===== src/verilog/dpg_pkg.sv =====
// Functional notes
// - port read gives pins, write loads latch
// - direction 1 floats pin, 0 drives latch
// - reset: analog pins analog, read zero
// - four-bit field picks analog or digital
// - port A output ignores analog enable
// - analog enable blocks port A digital input; here only on pins whose direction bit is 1
// - channels 0-4 analog after power-on
// - bit 4 digital; timer input ignores direction
// - segment output overrides all pin functions
// - oscillator bit disables port A bits 6,7
// - external clock: bit 6 outputs clock/4
// - disabled bits 6,7 read undefined; here they read zero
// - config upper two bits read zero
// - port B eight bits, per-bit direction, latch
// - pull-up enable bit low enables pull-ups
// - pull-up off when pin is output
// - pull-ups off after power-on reset
// - only upper four input pins compared
// - mismatches ORed set change flag bit 0
// - mismatch keeps setting flag; access ends it
// - memory move to port B not access
// - change flag can wake the device
// - port B pins yield to enabled segments
package dpg_pkg;

    // register byte offsets on the bus
    localparam logic [7:0] PA_DATA_OFS = 8'h00;
    localparam logic [7:0] PA_LAT_OFS  = 8'h04;
    localparam logic [7:0] PA_DIR_OFS  = 8'h08;
    localparam logic [7:0] CFG_OFS     = 8'h0c;
    localparam logic [7:0] SEG_LO_OFS  = 8'h10;
    localparam logic [7:0] SEG_MID_OFS = 8'h14;
    localparam logic [7:0] SEG_HI_OFS  = 8'h18;
    localparam logic [7:0] PB_DATA_OFS = 8'h1c;
    localparam logic [7:0] PB_LAT_OFS  = 8'h20;
    localparam logic [7:0] PB_DIR_OFS  = 8'h24;
    localparam logic [7:0] IRQ_MAIN_OFS = 8'h28;
    localparam logic [7:0] IRQ_TWO_OFS = 8'h2c;

    // reset values
    localparam logic [7:0] DIR_RST     = 8'hff;
    localparam logic [7:0] LAT_RST     = 8'h00;
    localparam logic [7:0] CFG_RST     = 8'h00;
    localparam logic [7:0] SEG_RST     = 8'h00;

    // field positions
    localparam int CFG_SEL_LSB   = 0;
    localparam int CFG_SEL_W     = 4;
    localparam int CFG_IMPL_W    = 6;
    localparam int FLAG_BIT      = 0;
    localparam int PULLUP_N_BIT  = 7;
    localparam int OSC_LO_BIT    = 6;
    localparam int TIMER_BIT     = 4;
    localparam int CHG_LSB       = 4;
    localparam int CHG_W         = 4;

    // field select value from which no channel is analog
    localparam logic [3:0] ANA_NONE_SEL = 4'h7;
    // instruction clock is the core clock over this
    localparam int CYC_DIV       = 4;
    localparam int CYC_CNT_W     = $clog2(CYC_DIV);

    // drive of one 8-bit port
    typedef struct packed {
        logic [7:0] out;
        logic [7:0] oe;
    } dpg_pin_drv_t;

endpackage

===== src/verilog/dpg_gpio.sv =====
`timescale 1ns/1ps
module dpg_gpio (
    input  wire logic                  clk,
    input  wire logic                  rst_n,
    input  wire logic                  psel,
    input  wire logic                  penable,
    input  wire logic                  pwrite,
    input  wire logic [7:0]            paddr,
    input  wire logic [31:0]           pwdata,
    output logic [31:0]                prdata,
    output logic                       pready,
    output logic                       pslverr,
    input  wire logic                  memMoveWrite,
    input  wire logic [7:0]            paIn,
    output dpg_pkg::dpg_pin_drv_t      paDrv,
    input  wire logic [7:0]            pbIn,
    output dpg_pkg::dpg_pin_drv_t      pbDrv,
    output logic [7:0]                 pbPullup,
    input  wire logic                  primaryOscCfg,
    input  wire logic                  extClockMode,
    input  wire logic [7:0]            segDrvA,
    input  wire logic [7:0]            segDrvB,
    output logic [7:0]                 analogEn,
    output logic                       timerClockIn,
    output logic                       pinChangeFlag,
    output logic                       pinChangeWake
);

    logic [7:0] port_a_output_latch_r;
    logic [7:0] dirA_r;
    logic [7:0] port_b_output_latch_r;
    logic [7:0] dirB_r;
    logic [7:0] cfg_r;
    logic [7:0] segLo_r;
    logic [7:0] segMid_r;
    logic [7:0] segHi_r;
    logic       pullupN_r;
    logic       flag_r;
    logic [3:0] pbOld_r;
    logic [dpg_pkg::CYC_CNT_W-1:0] cycCnt_r;
    logic [7:0] segA;
    logic [7:0] segB;
    logic [7:0] anaA;
    logic [7:0] oscA;
    logic [7:0] paRead;
    logic [7:0] pbRead;
    logic [3:0] selCh;
    logic       clkOutEn;
    logic       setup;
    logic       acc;
    logic       wrEn;
    logic       hit;
    logic [7:0] rdMux;
    logic       mismatch;
    logic       pbTouch;
    dpg_pkg::dpg_pin_drv_t paNxt;
    dpg_pkg::dpg_pin_drv_t pbNxt;

    // bus phases: data is fetched in setup, so access always ends in one cycle
    assign setup = psel && !penable;
    assign acc   = psel && penable && pready;
    assign wrEn  = acc && pwrite && hit;

    // segment enables mapped onto the pins they take over
    assign segA = {2'b00, segLo_r[7], segLo_r[6], 2'b00, segMid_r[2], 1'b0};
    assign segB = {2'b00, segHi_r[5], segLo_r[3:0], segHi_r[6]};

    // analog channel k is active while the select field is below 7-k
    assign selCh = cfg_r[dpg_pkg::CFG_SEL_LSB +: dpg_pkg::CFG_SEL_W];
    assign anaA  = {2'b00,
                    selCh < (dpg_pkg::ANA_NONE_SEL - 4'h4),
                    1'b0,
                    selCh < (dpg_pkg::ANA_NONE_SEL - 4'h3),
                    selCh < (dpg_pkg::ANA_NONE_SEL - 4'h2),
                    selCh < (dpg_pkg::ANA_NONE_SEL - 4'h1),
                    selCh < dpg_pkg::ANA_NONE_SEL} & ~segA;

    // primary oscillator owns the two top pins
    assign oscA     = {{2{primaryOscCfg}}, 6'h00};
    assign clkOutEn = primaryOscCfg && extClockMode;

    // digital read paths; blocked inputs read low
    assign paRead = paIn & ~segA & ~oscA & ~(anaA & dirA_r);
    assign pbRead = pbIn & ~segB;

    // only upper inputs without a segment take part in the comparison
    assign mismatch = |((pbIn[7:4] ^ pbOld_r) & dirB_r[7:4] & ~segB[7:4]);

    // a port B read or plain write ends the mismatch; memory moves do not
    assign pbTouch = acc && hit && (paddr == dpg_pkg::PB_DATA_OFS)
                     && (!pwrite || !memMoveWrite);

    // address decode and read data
    always_comb begin
        hit   = 1'b1;
        rdMux = 8'h00;
        unique case (paddr)
            dpg_pkg::PA_DATA_OFS:  rdMux = paRead;
            dpg_pkg::PA_LAT_OFS:   rdMux = port_a_output_latch_r & ~oscA;
            dpg_pkg::PA_DIR_OFS:   rdMux = dirA_r & ~oscA;
            dpg_pkg::CFG_OFS:      rdMux = {2'b00, cfg_r[dpg_pkg::CFG_IMPL_W-1:0]};
            dpg_pkg::SEG_LO_OFS:   rdMux = segLo_r;
            dpg_pkg::SEG_MID_OFS:  rdMux = segMid_r;
            dpg_pkg::SEG_HI_OFS:   rdMux = segHi_r;
            dpg_pkg::PB_DATA_OFS:  rdMux = pbRead;
            dpg_pkg::PB_LAT_OFS:   rdMux = port_b_output_latch_r;
            dpg_pkg::PB_DIR_OFS:   rdMux = dirB_r;
            dpg_pkg::IRQ_MAIN_OFS: rdMux = {7'h00, flag_r};
            dpg_pkg::IRQ_TWO_OFS:  rdMux = {pullupN_r, 7'h00};
            default: begin
                hit   = 1'b0;
                rdMux = 8'h00;
            end
        endcase
    end

    // bus answer registered in setup, ready in the single access cycle
    always_ff @(posedge clk or negedge rst_n) begin
        if (!rst_n) begin
            pready  <= 1'b0;
            prdata  <= 32'h0000_0000;
            pslverr <= 1'b0;
        end else if (setup) begin
            pready  <= 1'b1;
            prdata  <= {24'h00_0000, rdMux};
            pslverr <= !hit;
        end else begin
            pready  <= 1'b0;
            pslverr <= 1'b0;
        end
    end

    // port A registers; data writes land in the latch
    always_ff @(posedge clk or negedge rst_n) begin
        if (!rst_n) begin
            port_a_output_latch_r <= dpg_pkg::LAT_RST;
            dirA_r <= dpg_pkg::DIR_RST;
            cfg_r  <= dpg_pkg::CFG_RST;
        end else if (wrEn) begin
            if (paddr == dpg_pkg::PA_DATA_OFS || paddr == dpg_pkg::PA_LAT_OFS)
                port_a_output_latch_r <= pwdata[7:0];
            if (paddr == dpg_pkg::PA_DIR_OFS)
                dirA_r <= pwdata[7:0];
            if (paddr == dpg_pkg::CFG_OFS)
                cfg_r <= {2'b00, pwdata[dpg_pkg::CFG_IMPL_W-1:0]};
        end
    end

    // segment enable registers
    always_ff @(posedge clk or negedge rst_n) begin
        if (!rst_n) begin
            segLo_r  <= dpg_pkg::SEG_RST;
            segMid_r <= dpg_pkg::SEG_RST;
            segHi_r  <= dpg_pkg::SEG_RST;
        end else if (wrEn) begin
            if (paddr == dpg_pkg::SEG_LO_OFS)
                segLo_r <= pwdata[7:0];
            if (paddr == dpg_pkg::SEG_MID_OFS)
                segMid_r <= pwdata[7:0];
            if (paddr == dpg_pkg::SEG_HI_OFS)
                segHi_r <= pwdata[7:0];
        end
    end

    // port B registers; a memory move still updates the latch
    always_ff @(posedge clk or negedge rst_n) begin
        if (!rst_n) begin
            port_b_output_latch_r    <= dpg_pkg::LAT_RST;
            dirB_r    <= dpg_pkg::DIR_RST;
            pullupN_r <= 1'b1;
        end else if (wrEn) begin
            if (paddr == dpg_pkg::PB_DATA_OFS || paddr == dpg_pkg::PB_LAT_OFS)
                port_b_output_latch_r <= pwdata[7:0];
            if (paddr == dpg_pkg::PB_DIR_OFS)
                dirB_r <= pwdata[7:0];
            if (paddr == dpg_pkg::IRQ_TWO_OFS)
                pullupN_r <= pwdata[dpg_pkg::PULLUP_N_BIT];
        end
    end

    // comparison value follows every counted port B access
    always_ff @(posedge clk or negedge rst_n) begin
        if (!rst_n)
            pbOld_r <= 4'h0;
        else if (pbTouch)
            pbOld_r <= pbIn[dpg_pkg::CHG_LSB +: dpg_pkg::CHG_W];
    end

    // sticky change flag; the set term wins over a software clear
    always_ff @(posedge clk or negedge rst_n) begin
        if (!rst_n)
            flag_r <= 1'b0;
        else if (mismatch)
            flag_r <= 1'b1;
        else if (wrEn && paddr == dpg_pkg::IRQ_MAIN_OFS && !pwdata[dpg_pkg::FLAG_BIT])
            flag_r <= 1'b0;
    end

    // instruction clock divider, free running so the phase never jumps
    always_ff @(posedge clk or negedge rst_n) begin
        if (!rst_n)
            cycCnt_r <= '0;
        else
            cycCnt_r <= cycCnt_r + 1'b1;
    end

    // per-pin drive selection for both ports
    for (genvar i = 0; i < 8; i++) begin : g_pin
        always_comb begin
            if (segA[i]) begin
                paNxt.out[i] = segDrvA[i];
                paNxt.oe[i]  = 1'b1;
            end else if (oscA[i]) begin
                paNxt.out[i] = (i == dpg_pkg::OSC_LO_BIT) && clkOutEn
                               && cycCnt_r[dpg_pkg::CYC_CNT_W-1];
                paNxt.oe[i]  = (i == dpg_pkg::OSC_LO_BIT) && clkOutEn;
            end else begin
                paNxt.out[i] = port_a_output_latch_r[i];
                paNxt.oe[i]  = !dirA_r[i];
            end
            if (segB[i]) begin
                pbNxt.out[i] = segDrvB[i];
                pbNxt.oe[i]  = 1'b1;
            end else begin
                pbNxt.out[i] = port_b_output_latch_r[i];
                pbNxt.oe[i]  = !dirB_r[i];
            end
        end
    end

    // registered pin side outputs
    always_ff @(posedge clk or negedge rst_n) begin
        if (!rst_n) begin
            paDrv         <= '0;
            pbDrv         <= '0;
            pbPullup      <= 8'h00;
            analogEn      <= 8'h00;
            timerClockIn  <= 1'b0;
            pinChangeFlag <= 1'b0;
            pinChangeWake <= 1'b0;
        end else begin
            paDrv         <= paNxt;
            pbDrv         <= pbNxt;
            pbPullup      <= {8{!pullupN_r}} & dirB_r & ~segB;
            analogEn      <= anaA;
            timerClockIn  <= paIn[dpg_pkg::TIMER_BIT] && !segA[dpg_pkg::TIMER_BIT];
            pinChangeFlag <= flag_r;
            pinChangeWake <= flag_r;
        end
    end

    a_latch_write: assert property (@(posedge clk) disable iff (!rst_n)
        acc && pwrite && paddr == dpg_pkg::PA_DATA_OFS |=> port_a_output_latch_r == $past(pwdata[7:0]))
        else $error("port A data write did not reach latch");

    a_dir_drive: assert property (@(posedge clk) disable iff (!rst_n)
        $past(!dirB_r[0] && !segB[0]) |-> pbDrv.oe[0] && pbDrv.out[0] == $past(port_b_output_latch_r[0]))
        else $error("output pin not driving latch");

    a_analog_read: assert property (@(posedge clk) disable iff (!rst_n)
        setup && paddr == dpg_pkg::PA_DATA_OFS && anaA[0] && dirA_r[0] |=> prdata[0] == 1'b0)
        else $error("analog pin read non-zero");

    a_seg_override: assert property (@(posedge clk) disable iff (!rst_n)
        $past(segA[1]) |-> paDrv.oe[1] && paDrv.out[1] == $past(segDrvA[1]))
        else $error("segment did not take pin");

    a_osc_disable: assert property (@(posedge clk) disable iff (!rst_n)
        $past(primaryOscCfg && !clkOutEn) |-> !paDrv.oe[7] && !paDrv.oe[6])
        else $error("oscillator pins still driven");

    a_clk_out: assert property (@(posedge clk) disable iff (!rst_n)
        clkOutEn [*5] |-> paDrv.oe[6] && paDrv.out[6] != $past(paDrv.out[6], 2))
        else $error("cycle clock not at quarter rate");

    a_cfg_upper: assert property (@(posedge clk) disable iff (!rst_n)
        setup && paddr == dpg_pkg::CFG_OFS |=> prdata[7:6] == 2'b00)
        else $error("config upper bits not zero");

    a_pullup_off: assert property (@(posedge clk) disable iff (!rst_n)
        $past(!dirB_r[7]) |-> !pbPullup[7])
        else $error("pull-up on an output pin");

    a_flag_set: assert property (@(posedge clk) disable iff (!rst_n)
        mismatch |=> flag_r ##1 pinChangeFlag)
        else $error("change flag not set by mismatch");

    a_move_keep: assert property (@(posedge clk) disable iff (!rst_n)
        acc && pwrite && memMoveWrite && paddr == dpg_pkg::PB_DATA_OFS |=> $stable(pbOld_r))
        else $error("memory move ended the mismatch");

    // reset defaults, looked at on the second edge after release
    a_reset_analog: assert property (@(posedge clk) disable iff (!rst_n)
        !$past(rst_n, 2) && $past(rst_n) |-> analogEn == 8'h2f)
        else $error("analog pins not selected after reset");

    a_reset_pullup: assert property (@(posedge clk) disable iff (!rst_n)
        !$past(rst_n, 2) && $past(rst_n) |-> pbPullup == 8'h00)
        else $error("pull-ups on after reset");

    a_select_none: assert property (@(posedge clk) disable iff (!rst_n)
        $past(selCh >= dpg_pkg::ANA_NONE_SEL) |-> analogEn == 8'h00)
        else $error("analog pin left on by digital select");

    // port A pin functions
    a_analog_out: assert property (@(posedge clk) disable iff (!rst_n)
        $past(!dirA_r[0]) |-> paDrv.oe[0] && paDrv.out[0] == $past(port_a_output_latch_r[0]))
        else $error("analog enable disturbed port A output");

    a_input_path: assert property (@(posedge clk) disable iff (!rst_n)
        setup && paddr == dpg_pkg::PA_DATA_OFS && !anaA[2] |=> prdata[2] == $past(paIn[2]))
        else $error("digital pin read not live");

    a_timer_input: assert property (@(posedge clk) disable iff (!rst_n)
        $past(rst_n) && $past(!segA[4]) |-> timerClockIn == $past(paIn[4]))
        else $error("timer input not following pin");

    a_seg_read: assert property (@(posedge clk) disable iff (!rst_n)
        setup && paddr == dpg_pkg::PA_DATA_OFS && segA[4] |=> !prdata[4])
        else $error("segment pin read as port input");

    a_osc_input: assert property (@(posedge clk) disable iff (!rst_n)
        setup && primaryOscCfg && paddr == dpg_pkg::PA_DATA_OFS |=> prdata[7:6] == 2'b00)
        else $error("oscillator pins read as port input");

    a_osc_readback: assert property (@(posedge clk) disable iff (!rst_n)
        setup && primaryOscCfg && paddr == dpg_pkg::PA_LAT_OFS |=> prdata[7:6] == 2'b00)
        else $error("oscillator latch bits not hidden");

    a_cfg_store: assert property (@(posedge clk) disable iff (!rst_n)
        acc && pwrite && paddr == dpg_pkg::CFG_OFS |=> cfg_r[7:6] == 2'b00)
        else $error("config upper bits stored");

    // port B side
    a_port_b_output_latch_write: assert property (@(posedge clk) disable iff (!rst_n)
        acc && pwrite && paddr == dpg_pkg::PB_DATA_OFS |=> port_b_output_latch_r == $past(pwdata[7:0]))
        else $error("port B latch write lost");

    a_pb_drive: assert property (@(posedge clk) disable iff (!rst_n)
        $past(!dirB_r[5] && !segB[5]) |-> pbDrv.oe[5] && pbDrv.out[5] == $past(port_b_output_latch_r[5]))
        else $error("port B output not driving latch");

    a_pullup_on: assert property (@(posedge clk) disable iff (!rst_n)
        $past(!pullupN_r && dirB_r[6]) |-> pbPullup[6])
        else $error("pull-up missing on input pin");

    a_segb_take: assert property (@(posedge clk) disable iff (!rst_n)
        $past(segB[0]) |-> pbDrv.oe[0] && pbDrv.out[0] == $past(segDrvB[0]) && !pbPullup[0])
        else $error("segment did not take port B pin");

    a_pin_read: assert property (@(posedge clk) disable iff (!rst_n)
        setup && paddr == dpg_pkg::PB_DATA_OFS && !(|segB) |=> prdata[7:0] == $past(pbIn))
        else $error("port B read not live");

    // change flag and its compare value
    a_touch_capture: assert property (@(posedge clk) disable iff (!rst_n)
        pbTouch |=> pbOld_r == $past(pbIn[7:4]))
        else $error("port B access did not load compare value");

    a_flag_hold: assert property (@(posedge clk) disable iff (!rst_n)
        flag_r && !(wrEn && paddr == dpg_pkg::IRQ_MAIN_OFS) |=> flag_r)
        else $error("change flag dropped without a clear");

    a_flag_clear: assert property (@(posedge clk) disable iff (!rst_n)
        wrEn && paddr == dpg_pkg::IRQ_MAIN_OFS && !pwdata[dpg_pkg::FLAG_BIT] && !mismatch
        |=> !flag_r)
        else $error("change flag clear ignored");

    a_wake_follow: assert property (@(posedge clk) disable iff (!rst_n)
        $past(flag_r) |-> pinChangeWake)
        else $error("wake request missing");

    c_change_irq: cover property (@(posedge clk) disable iff (!rst_n) mismatch ##1 flag_r);
    c_flag_clear: cover property (@(posedge clk) disable iff (!rst_n) $fell(flag_r));
    c_clk_out: cover property (@(posedge clk) disable iff (!rst_n) clkOutEn [*5]);
    c_unmapped: cover property (@(posedge clk) disable iff (!rst_n) pready && pslverr);
    c_move_write: cover property (@(posedge clk) disable iff (!rst_n) acc && pwrite && memMoveWrite);

endmodule


===== config.mk =====
export PLATFORM = sky130hd
export DESIGN_NAME = dpg_gpio
export DESIGN_NICKNAME = d
export VERILOG_FILES = /design/src/verilog/dpg_pkg.sv /design/src/verilog/dpg_gpio.sv
export SDC_FILE = /design/constraint.sdc
export NUM_CORES = 1
export LEC_CHECK = 0
export BUFFER_PORTS_ARGS = -buffer_cell sky130_fd_sc_hd__buf_2
export CAP_MARGIN = 40
export CORE_UTILIZATION = 45
export CTS_BUF_LIST = sky130_fd_sc_hd__clkbuf_8
export DETAILED_ROUTE_END_ITERATION = 8
export PLACE_DENSITY = 0.73
export SYNTH_ARGS = -nofsm -noshare
export SYNTH_HDL_FRONTEND = slang
export SYNTH_SLANG_ARGS = --single-unit
export TNS_END_PERCENT = 30

===== constraint.sdc =====
create_clock -name clk -period 2.4 [get_ports clk]
set_input_delay 0.72 -clock clk [delete_from_list [all_inputs] [get_ports clk]]
set_output_delay 0.72 -clock clk [all_outputs]
set_load 0.05 [all_outputs]

==> results.md, run 1 <==
* Hold crit path type: input port to asynchronous set/reset pin
* Arrival time at the worst endpoint at 2.55 ns
* First-pass GRT wire length at 24000 µm
* 1st-pass router iterations at 5
* Ratio of final minimum period to clock period at 92.5%
* Tmin final at 2.22 ns
* Max-slew headroom at 65.7%
* Number of hold violations in the final report at 0
* Clk slew on worst S/H paths at 0.07 ns
* Critical Path Start Type: input port
* Clock tree from TritonCTS: built
* Run status: completed
* Portion of total power attributed to the clock network at 46.7%
* Standard-cell rows at 40
* Average via count per standard cell at 5.27
* Transition time of the tightest slew-check pin at 0.510 ns
* WL/cell at 19.1 µm
* Antenna Nets Post-Route at 0
* Number of flip-flops and latches in the synthesized netlist at 127
* Core outline area at 0.0122 mm²
* Clock tree skew after final layout at 0.0118 ns
* Post-Place Cells at 780
* Port Buffers at 106
* Maximum capacitance violations at 0
* Clock sinks at 127
* Category of the most critical setup path: input port to flip-flop
* Height of the die at 114 µm
* Average footprint of a synthesized cell at 12.1 µm²
* Switching share of power at 22.9%
* Via count of the routed design at 4280
* HPWL reported at the end of detailed placement at 11600 µm
* Cell taking the most area after synthesis: sky130_fd_sc_hd__dfrtp_1
* Number of buffers inserted for hold repair after clock tree synthesis at 0
* Util after Layout at 59.1%
* Registers with the highest flip-flop counts: paDrv x16, pbDrv x16
* Maximum fanout along the worst path at 7
* Logic pwr share at 8.1%
* Overall power at 4.76 mW
* Number of synthesized flops with an enable pin at 0
* Max Transition Viols Final at 0
* Overflow left after global routing at 0
* Pin count of the biggest net entering global routing at 71
* Synth-to-Final Area Change at 26.5%
* I/O pins at 165
* Depth of the worst register-to-register path at 6
* Setup violation total in the final timing report at 0
* Required time of the critical path at 2.73 ns
* Clock Path Buffers at 2
* Sequential area share after synthesis at 56.3%
* Synthesis warning total at 0
* Floorplan die area at 0.0131 mm²
* Cell at the root of the clock tree: sky130_fd_sc_hd__clkbuf_8
* Nets@finish at 711
* Area share of the leading cell type in the synthesized netlist at 48.4%
* Cts bufs inserted at 17
* Most common cell after layout, fill and taps aside: sky130_fd_sc_hd__dfrtp_1
* Pwr/cell area at 662 mW/mm²
* Switching power at 1.09 mW
* Worst Setup End Kind: flip-flop
* Number of cells in the finished layout apart from fillers at 812
* Placer Congestion at 0.896
* Number of instances resized during post-cts repair at 0
* Max Clock Freq at 451 MHz
* Initial cell density of the core at 46.7%
* Horizontal die dimension at 114 µm
* Max H-tree Level at 4
* Fraction of layout instances using a drive strength above 1 at 45.2%
* Detailed Route Iter0 Violations at 207
* Filler Cell Count at 1016
* Number of post-CTS setup repair buffers at 0
* Number of remaining DRC errors at 0
* Top_reg_cell synth: sky130_fd_sc_hd__dfrtp_1
* Synth Cell Area at 0.00568 mm²
* Startpoint of the worst-slack reg-to-reg timing path: pready
* IR Drop Worst-Case VDD at 0.428 mV
* Routed wire length at 15500 µm
* Part of the power in registers at 45.2%
* Combined global-route utilization of all metal layers at 25.5%
* Count of distinct cell types in the synthesized netlist at 56
* Internal Dissipation at 3.67 mW
* Syn Inst Count at 469
* Cell leakage power at 3.47 nW
* Antenna diode count at 0
* Capturing point of the worst reg2reg path: dirB_r[1]
* Clock latency on the worst-skew pair at 0.45 ns
* Register-to-Register Setup Slack at 0.51 ns
* Unrepaired setup endpoints after global routing: no
* Highest-count cells in the layout ignoring fill and taps: sky130_fd_sc_hd__dfrtp_1, sky130_fd_sc_hd__buf_2, sky130_fd_sc_hd__mux2_2
* Vias in the first global route at 4248
* Post-synth ARST share at 100%
* Number of antenna violations at the first check in global routing at 0
* Synth top area cells: sky130_fd_sc_hd__dfrtp_1, sky130_fd_sc_hd__mux2_2, sky130_fd_sc_hd__dfstp_2, sky130_fd_sc_hd__buf_4, sky130_fd_sc_hd__nand2_1
power by group through the flow:
stage / Combinational, mW / Clock (mW) / Sequential [mW]
after global placement: 0.379 / 0 / 2.19
after detailed placement: 0.386 / 0 / 2.19
final: 0.384 / 2.22 / 2.15
after CTS: 0.387 / 2.27 / 2.15
after floorplan: 0.211 / 0 / 2.21
after global routing: 0.415 / 2.35 / 2.15
cell usage after synthesis, types with 5 or more instances:
master                       n
sky130_fd_sc_hd__dfrtp_1   110
sky130_fd_sc_hd__mux2_2     73
sky130_fd_sc_hd__nand2_1    33
sky130_fd_sc_hd__nor2_1     29
sky130_fd_sc_hd__buf_4      28
sky130_fd_sc_hd__dfstp_2    17
sky130_fd_sc_hd__a21oi_1    16
sky130_fd_sc_hd__inv_1      14
sky130_fd_sc_hd__o21ai_0    14
sky130_fd_sc_hd__a31oi_1    11
sky130_fd_sc_hd__mux2i_1    10
sky130_fd_sc_hd__nand2b_1   10
sky130_fd_sc_hd__clkbuf_1    9
sky130_fd_sc_hd__nand3_1     8
sky130_fd_sc_hd__nor2b_1     6
sky130_fd_sc_hd__nor3_1      6
sky130_fd_sc_hd__o22ai_1     6
sky130_fd_sc_hd__nand3b_1    5
layout make-up:
| class | instances | area [µm²] | share of cell area [%] |
|---|---|---|---|
| sequential | 127 | 3200 | 44.5 |
| clock inverter | 12 | 213 | 2.96 |
| multi-input combinational | 311 | 2260 | 31.5 |
| tap | 168 | 210 | 2.92 |
| clock buffer | 20 | 275 | 3.83 |
| timing repair buffer | 160 | 976 | 13.6 |
| inverter | 14 | 52.6 | 0.731 |
metal layers:
layer	up-vias	track usage [%]	wire length [µm]
li1	1946	-	-
met1	2167	33.7	6800
met2	152	41.9	7760
met3	15	6.14	773
met4	0	7.45	168
met5	-	0	0
worst max path at each step:
stage               startpoint           to  slack, ns  depth (start not counted)
floorplan             paddr[5]  segMid_r[1]      -0.31                          6
global placement      paddr[5]   segLo_r[4]      -0.26                          6
detailed placement    paddr[5]   segLo_r[5]      -0.26                          6
CTS                   paddr[5]   segLo_r[5]       0.23                          6
global route          paddr[5]  segMid_r[4]       0.18                          6
finish                paddr[5]   segLo_r[1]       0.18                          6
kinds of logic (layout without fill, tap and decap cells):
| logic type | after synthesis | in the layout | share of synthesized area (%) |
|---|---|---|---|
| compound gates | 70 | 70 | 7.99 |
| buf+inv | 57 | 206 | 5.68 |
| other cells | 1 | 27 | 0.0660 |
| xor+xnor | 5 | 5 | 0.771 |
| flops | 127 | 127 | 56.3 |
| mux | 90 | 90 | 18.2 |
| simple gates | 119 | 119 | 11.0 |
critical path, cell delays in order:
cell and delay [ns]:
sky130_fd_sc_hd__buf_2 0.11, sky130_fd_sc_hd__or4b_1 0.57, sky130_fd_sc_hd__or3b_4 0.44, sky130_fd_sc_hd__nor2_2 0.21
sky130_fd_sc_hd__buf_12 0.16, sky130_fd_sc_hd__mux2_2 0.33
stage by stage:
stage | worst slack [ns] | TNS [ns] | area [µm²] | hold WS [ns]
after CTS | 0.227 | 0 | 7190 | 0.257
final | 0.181 | 0 | 7190 | 0.270
after floorplan | -0.305 | -7.08 | 5800 | 0.365
after global placement | -0.256 | -7.64 | 6700 | 0.377
after detailed placement | -0.260 | -7.97 | 6700 | 0.384
after global routing | 0.178 | 0 | 7190 | 0.271
(Power assumes the default switching activity.)
==> run 2: changes to the inputs <==
--- a/config.mk
+++ b/config.mk
@@ -10,7 +10,7 @@
 export CORE_UTILIZATION = 45
 export CTS_BUF_LIST = sky130_fd_sc_hd__clkbuf_8
 export DETAILED_ROUTE_END_ITERATION = 8
-export PLACE_DENSITY = 0.73
+export PLACE_DENSITY = 0.76
 export SYNTH_ARGS = -nofsm -noshare
 export SYNTH_HDL_FRONTEND = slang
 export SYNTH_SLANG_ARGS = --single-unit
==> constraint.sdc (replaced) <==
create_clock -name clk -period 1.93 [get_ports clk]
set_input_delay 0.579 -clock clk [delete_from_list [all_inputs] [get_ports clk]]
set_output_delay 0.579 -clock clk [all_outputs]
set_load 0.05 [all_outputs]
==> results.md, run 2 (synthesized netlist as in run 1, its figures left out) <==
* Combined global-route utilization of all metal layers at 25.7%
* Detailed Route Iter0 Violations at 180
* Clock latency on the worst-skew pair at 0.45 ns
* Part of the power in registers at 49.0%
* Antenna diode count at 0
* Synth-to-Final Area Change at 29.5%
* Setup_tns at -0.449 ns
* IR Drop Worst-Case VDD at 0.430 mV
* Placer Congestion at 0.921
* Nets@finish at 735
* Cell at the root of the clock tree: sky130_fd_sc_hd__clkbuf_8
* Fraction of layout instances using a drive strength above 1 at 48.5%
* Maximum capacitance violations at 0
* Average via count per standard cell at 5.17
* Via count of the routed design at 4322
* Category of the most critical setup path: input port to flip-flop
* Util after Layout at 60.5%
* Internal Dissipation at 4.00 mW
* Post-route worst setup slack at -0.0508 ns
* Overall power at 5.46 mW
* Clock tree from TritonCTS: built
* Max Clock Freq at 505 MHz
* Most common cell after layout, fill and taps aside: sky130_fd_sc_hd__dfrtp_1
* Clock sinks at 127
* Clk slew on worst S/H paths at 0.08 ns
* Run status: complete, but fails checks
* Maximum fanout along the worst path at 3
* Logic pwr share at 9.5%
* Overflow left after global routing at 0
* Required time of the critical path at 2.26 ns
* Hold crit path type: input port to asynchronous set/reset pin
* Standard-cell rows at 40
* Arrival time at the worst endpoint at 2.31 ns
* Routed wire length at 15700 µm
* Max H-tree Level at 4
* Initial cell density of the core at 46.7%
* Pwr/cell area at 742 mW/mm²
* Filler Cell Count at 1001
* Post-Place Cells at 802
* Unrepaired setup endpoints after global routing: yes
* Number of antenna violations at the first check in global routing at 0
* Horizontal die dimension at 114 µm
* Cell leakage power at 3.55 nW
* Worst Setup End Kind: flip-flop
* Number of hold violations in the final report at 0
* Pin count of the biggest net entering global routing at 65
* Highest-count cells in the layout ignoring fill and taps: sky130_fd_sc_hd__dfrtp_1, sky130_fd_sc_hd__buf_2, sky130_fd_sc_hd__buf_4
* Ratio of final minimum period to clock period at 103%
* Clock Path Buffers at 2
* Clock tree skew after final layout at 0.0116 ns
* 1st-pass router iterations at 6
* Setup violation total in the final timing report at 21
* Critical Path Start Type: input port
* WL/cell at 18.7 µm
* Height of the die at 114 µm
* Floorplan die area at 0.0131 mm²
* Switching power at 1.45 mW
* Cts bufs inserted at 17
* Switching share of power at 26.6%
* Portion of total power attributed to the clock network at 41.5%
* Max Transition Viols Final at 0
* Number of remaining DRC errors at 0
* Registers with the highest flip-flop counts: paDrv x16, pbDrv x16
* Failing checks: setup timing
* Tmin final at 1.98 ns
* I/O pins at 165
* Core outline area at 0.0122 mm²
* First-pass GRT wire length at 24500 µm
* Antenna Nets Post-Route at 0
* Worst hold slack at 0.123 ns
* Port Buffers at 106
* Vias in the first global route at 4500
* Number of cells in the finished layout apart from fillers at 836
* HPWL reported at the end of detailed placement at 11700 µm
[run 2: power by group through the flow]
stage	Combinational (mW)	Sequential, mW	Clock, mW
2_1_floorplan	0.263	2.75	0
3_3_place_gp	0.499	2.72	0
3_5_place_dp	0.506	2.72	0
4_1_cts	0.510	2.67	2.32
5_1_grt	0.553	2.67	2.45
6_report	0.517	2.67	2.27
[run 2: cell type report]
class                           count  area (µm²)  share of cell area (%)
Inverter                           14        52.6                   0.714
Tap cell                          168         210                    2.86
Clock buffer                       18         248                    3.37
Sequential cell                   127        3200                    43.5
Multi-Input combinational cell    311        2320                    31.5
Clock inverter                     14         144                    1.96
Timing Repair Buffer              184        1180                    16.1
[run 2: worst max-delay path, cell delays in order]
cell	delay [ns]
sky130_fd_sc_hd__buf_6	0.10
sky130_fd_sc_hd__or4b_4	0.53
sky130_fd_sc_hd__or3b_4	0.45
sky130_fd_sc_hd__nor2_2	0.15
sky130_fd_sc_hd__buf_4	0.17
sky130_fd_sc_hd__mux2_2	0.33
[run 2: final timing paths]
check | startpoint | endpoint | cells past startpoint | slack, ns
max reg2reg | pready | flag_r | 5 | 0.08
min in group clk | segDrvB[3] | pbDrv[11] | 2 | 0.35
min | rst_n | segMid_r[3] | 2 | 0.12
max | paddr[5] | segHi_r[6] | 6 | -0.05
min reg2reg | port_b_output_latch_r[6] | pbDrv[14] | 0 | 0.41
max in group asynchronous | rst_n | dirB_r[6] | 2 | 1.38
[run 2: metrics by stage]
stage / setup slack (ns) / instance area (µm²)
global route: -0.0375 / 7360
global placement: -0.517 / 6880
floorplan: -0.634 / 5800
CTS: -0.0210 / 7300
detailed placement: -0.550 / 6880
finish: -0.0508 / 7360
[run 2: what timing repair did]
item | CTS | global route
setup endpoints to repair | 24 | 55
cloned | 0 | 0
resized for setup | 8 | 9
setup buffers | 0 | 2
hold buffers | 0 | 0
pin swaps | 1 | 2
[run 2: layer usage]
metal / vias to the layer above / share of wire (%) / wire length (µm) / global-route usage (%)
met1: 2160 / 43 / 6800 / 33.3
met5: - / 0 / 0 / 0
met4: 0 / 2.0 / 306 / 9.87
met2: 143 / 50 / 7780 / 42.2
li1: 1998 / - / - / -
met3: 21 / 4.9 / 772 / 5.88
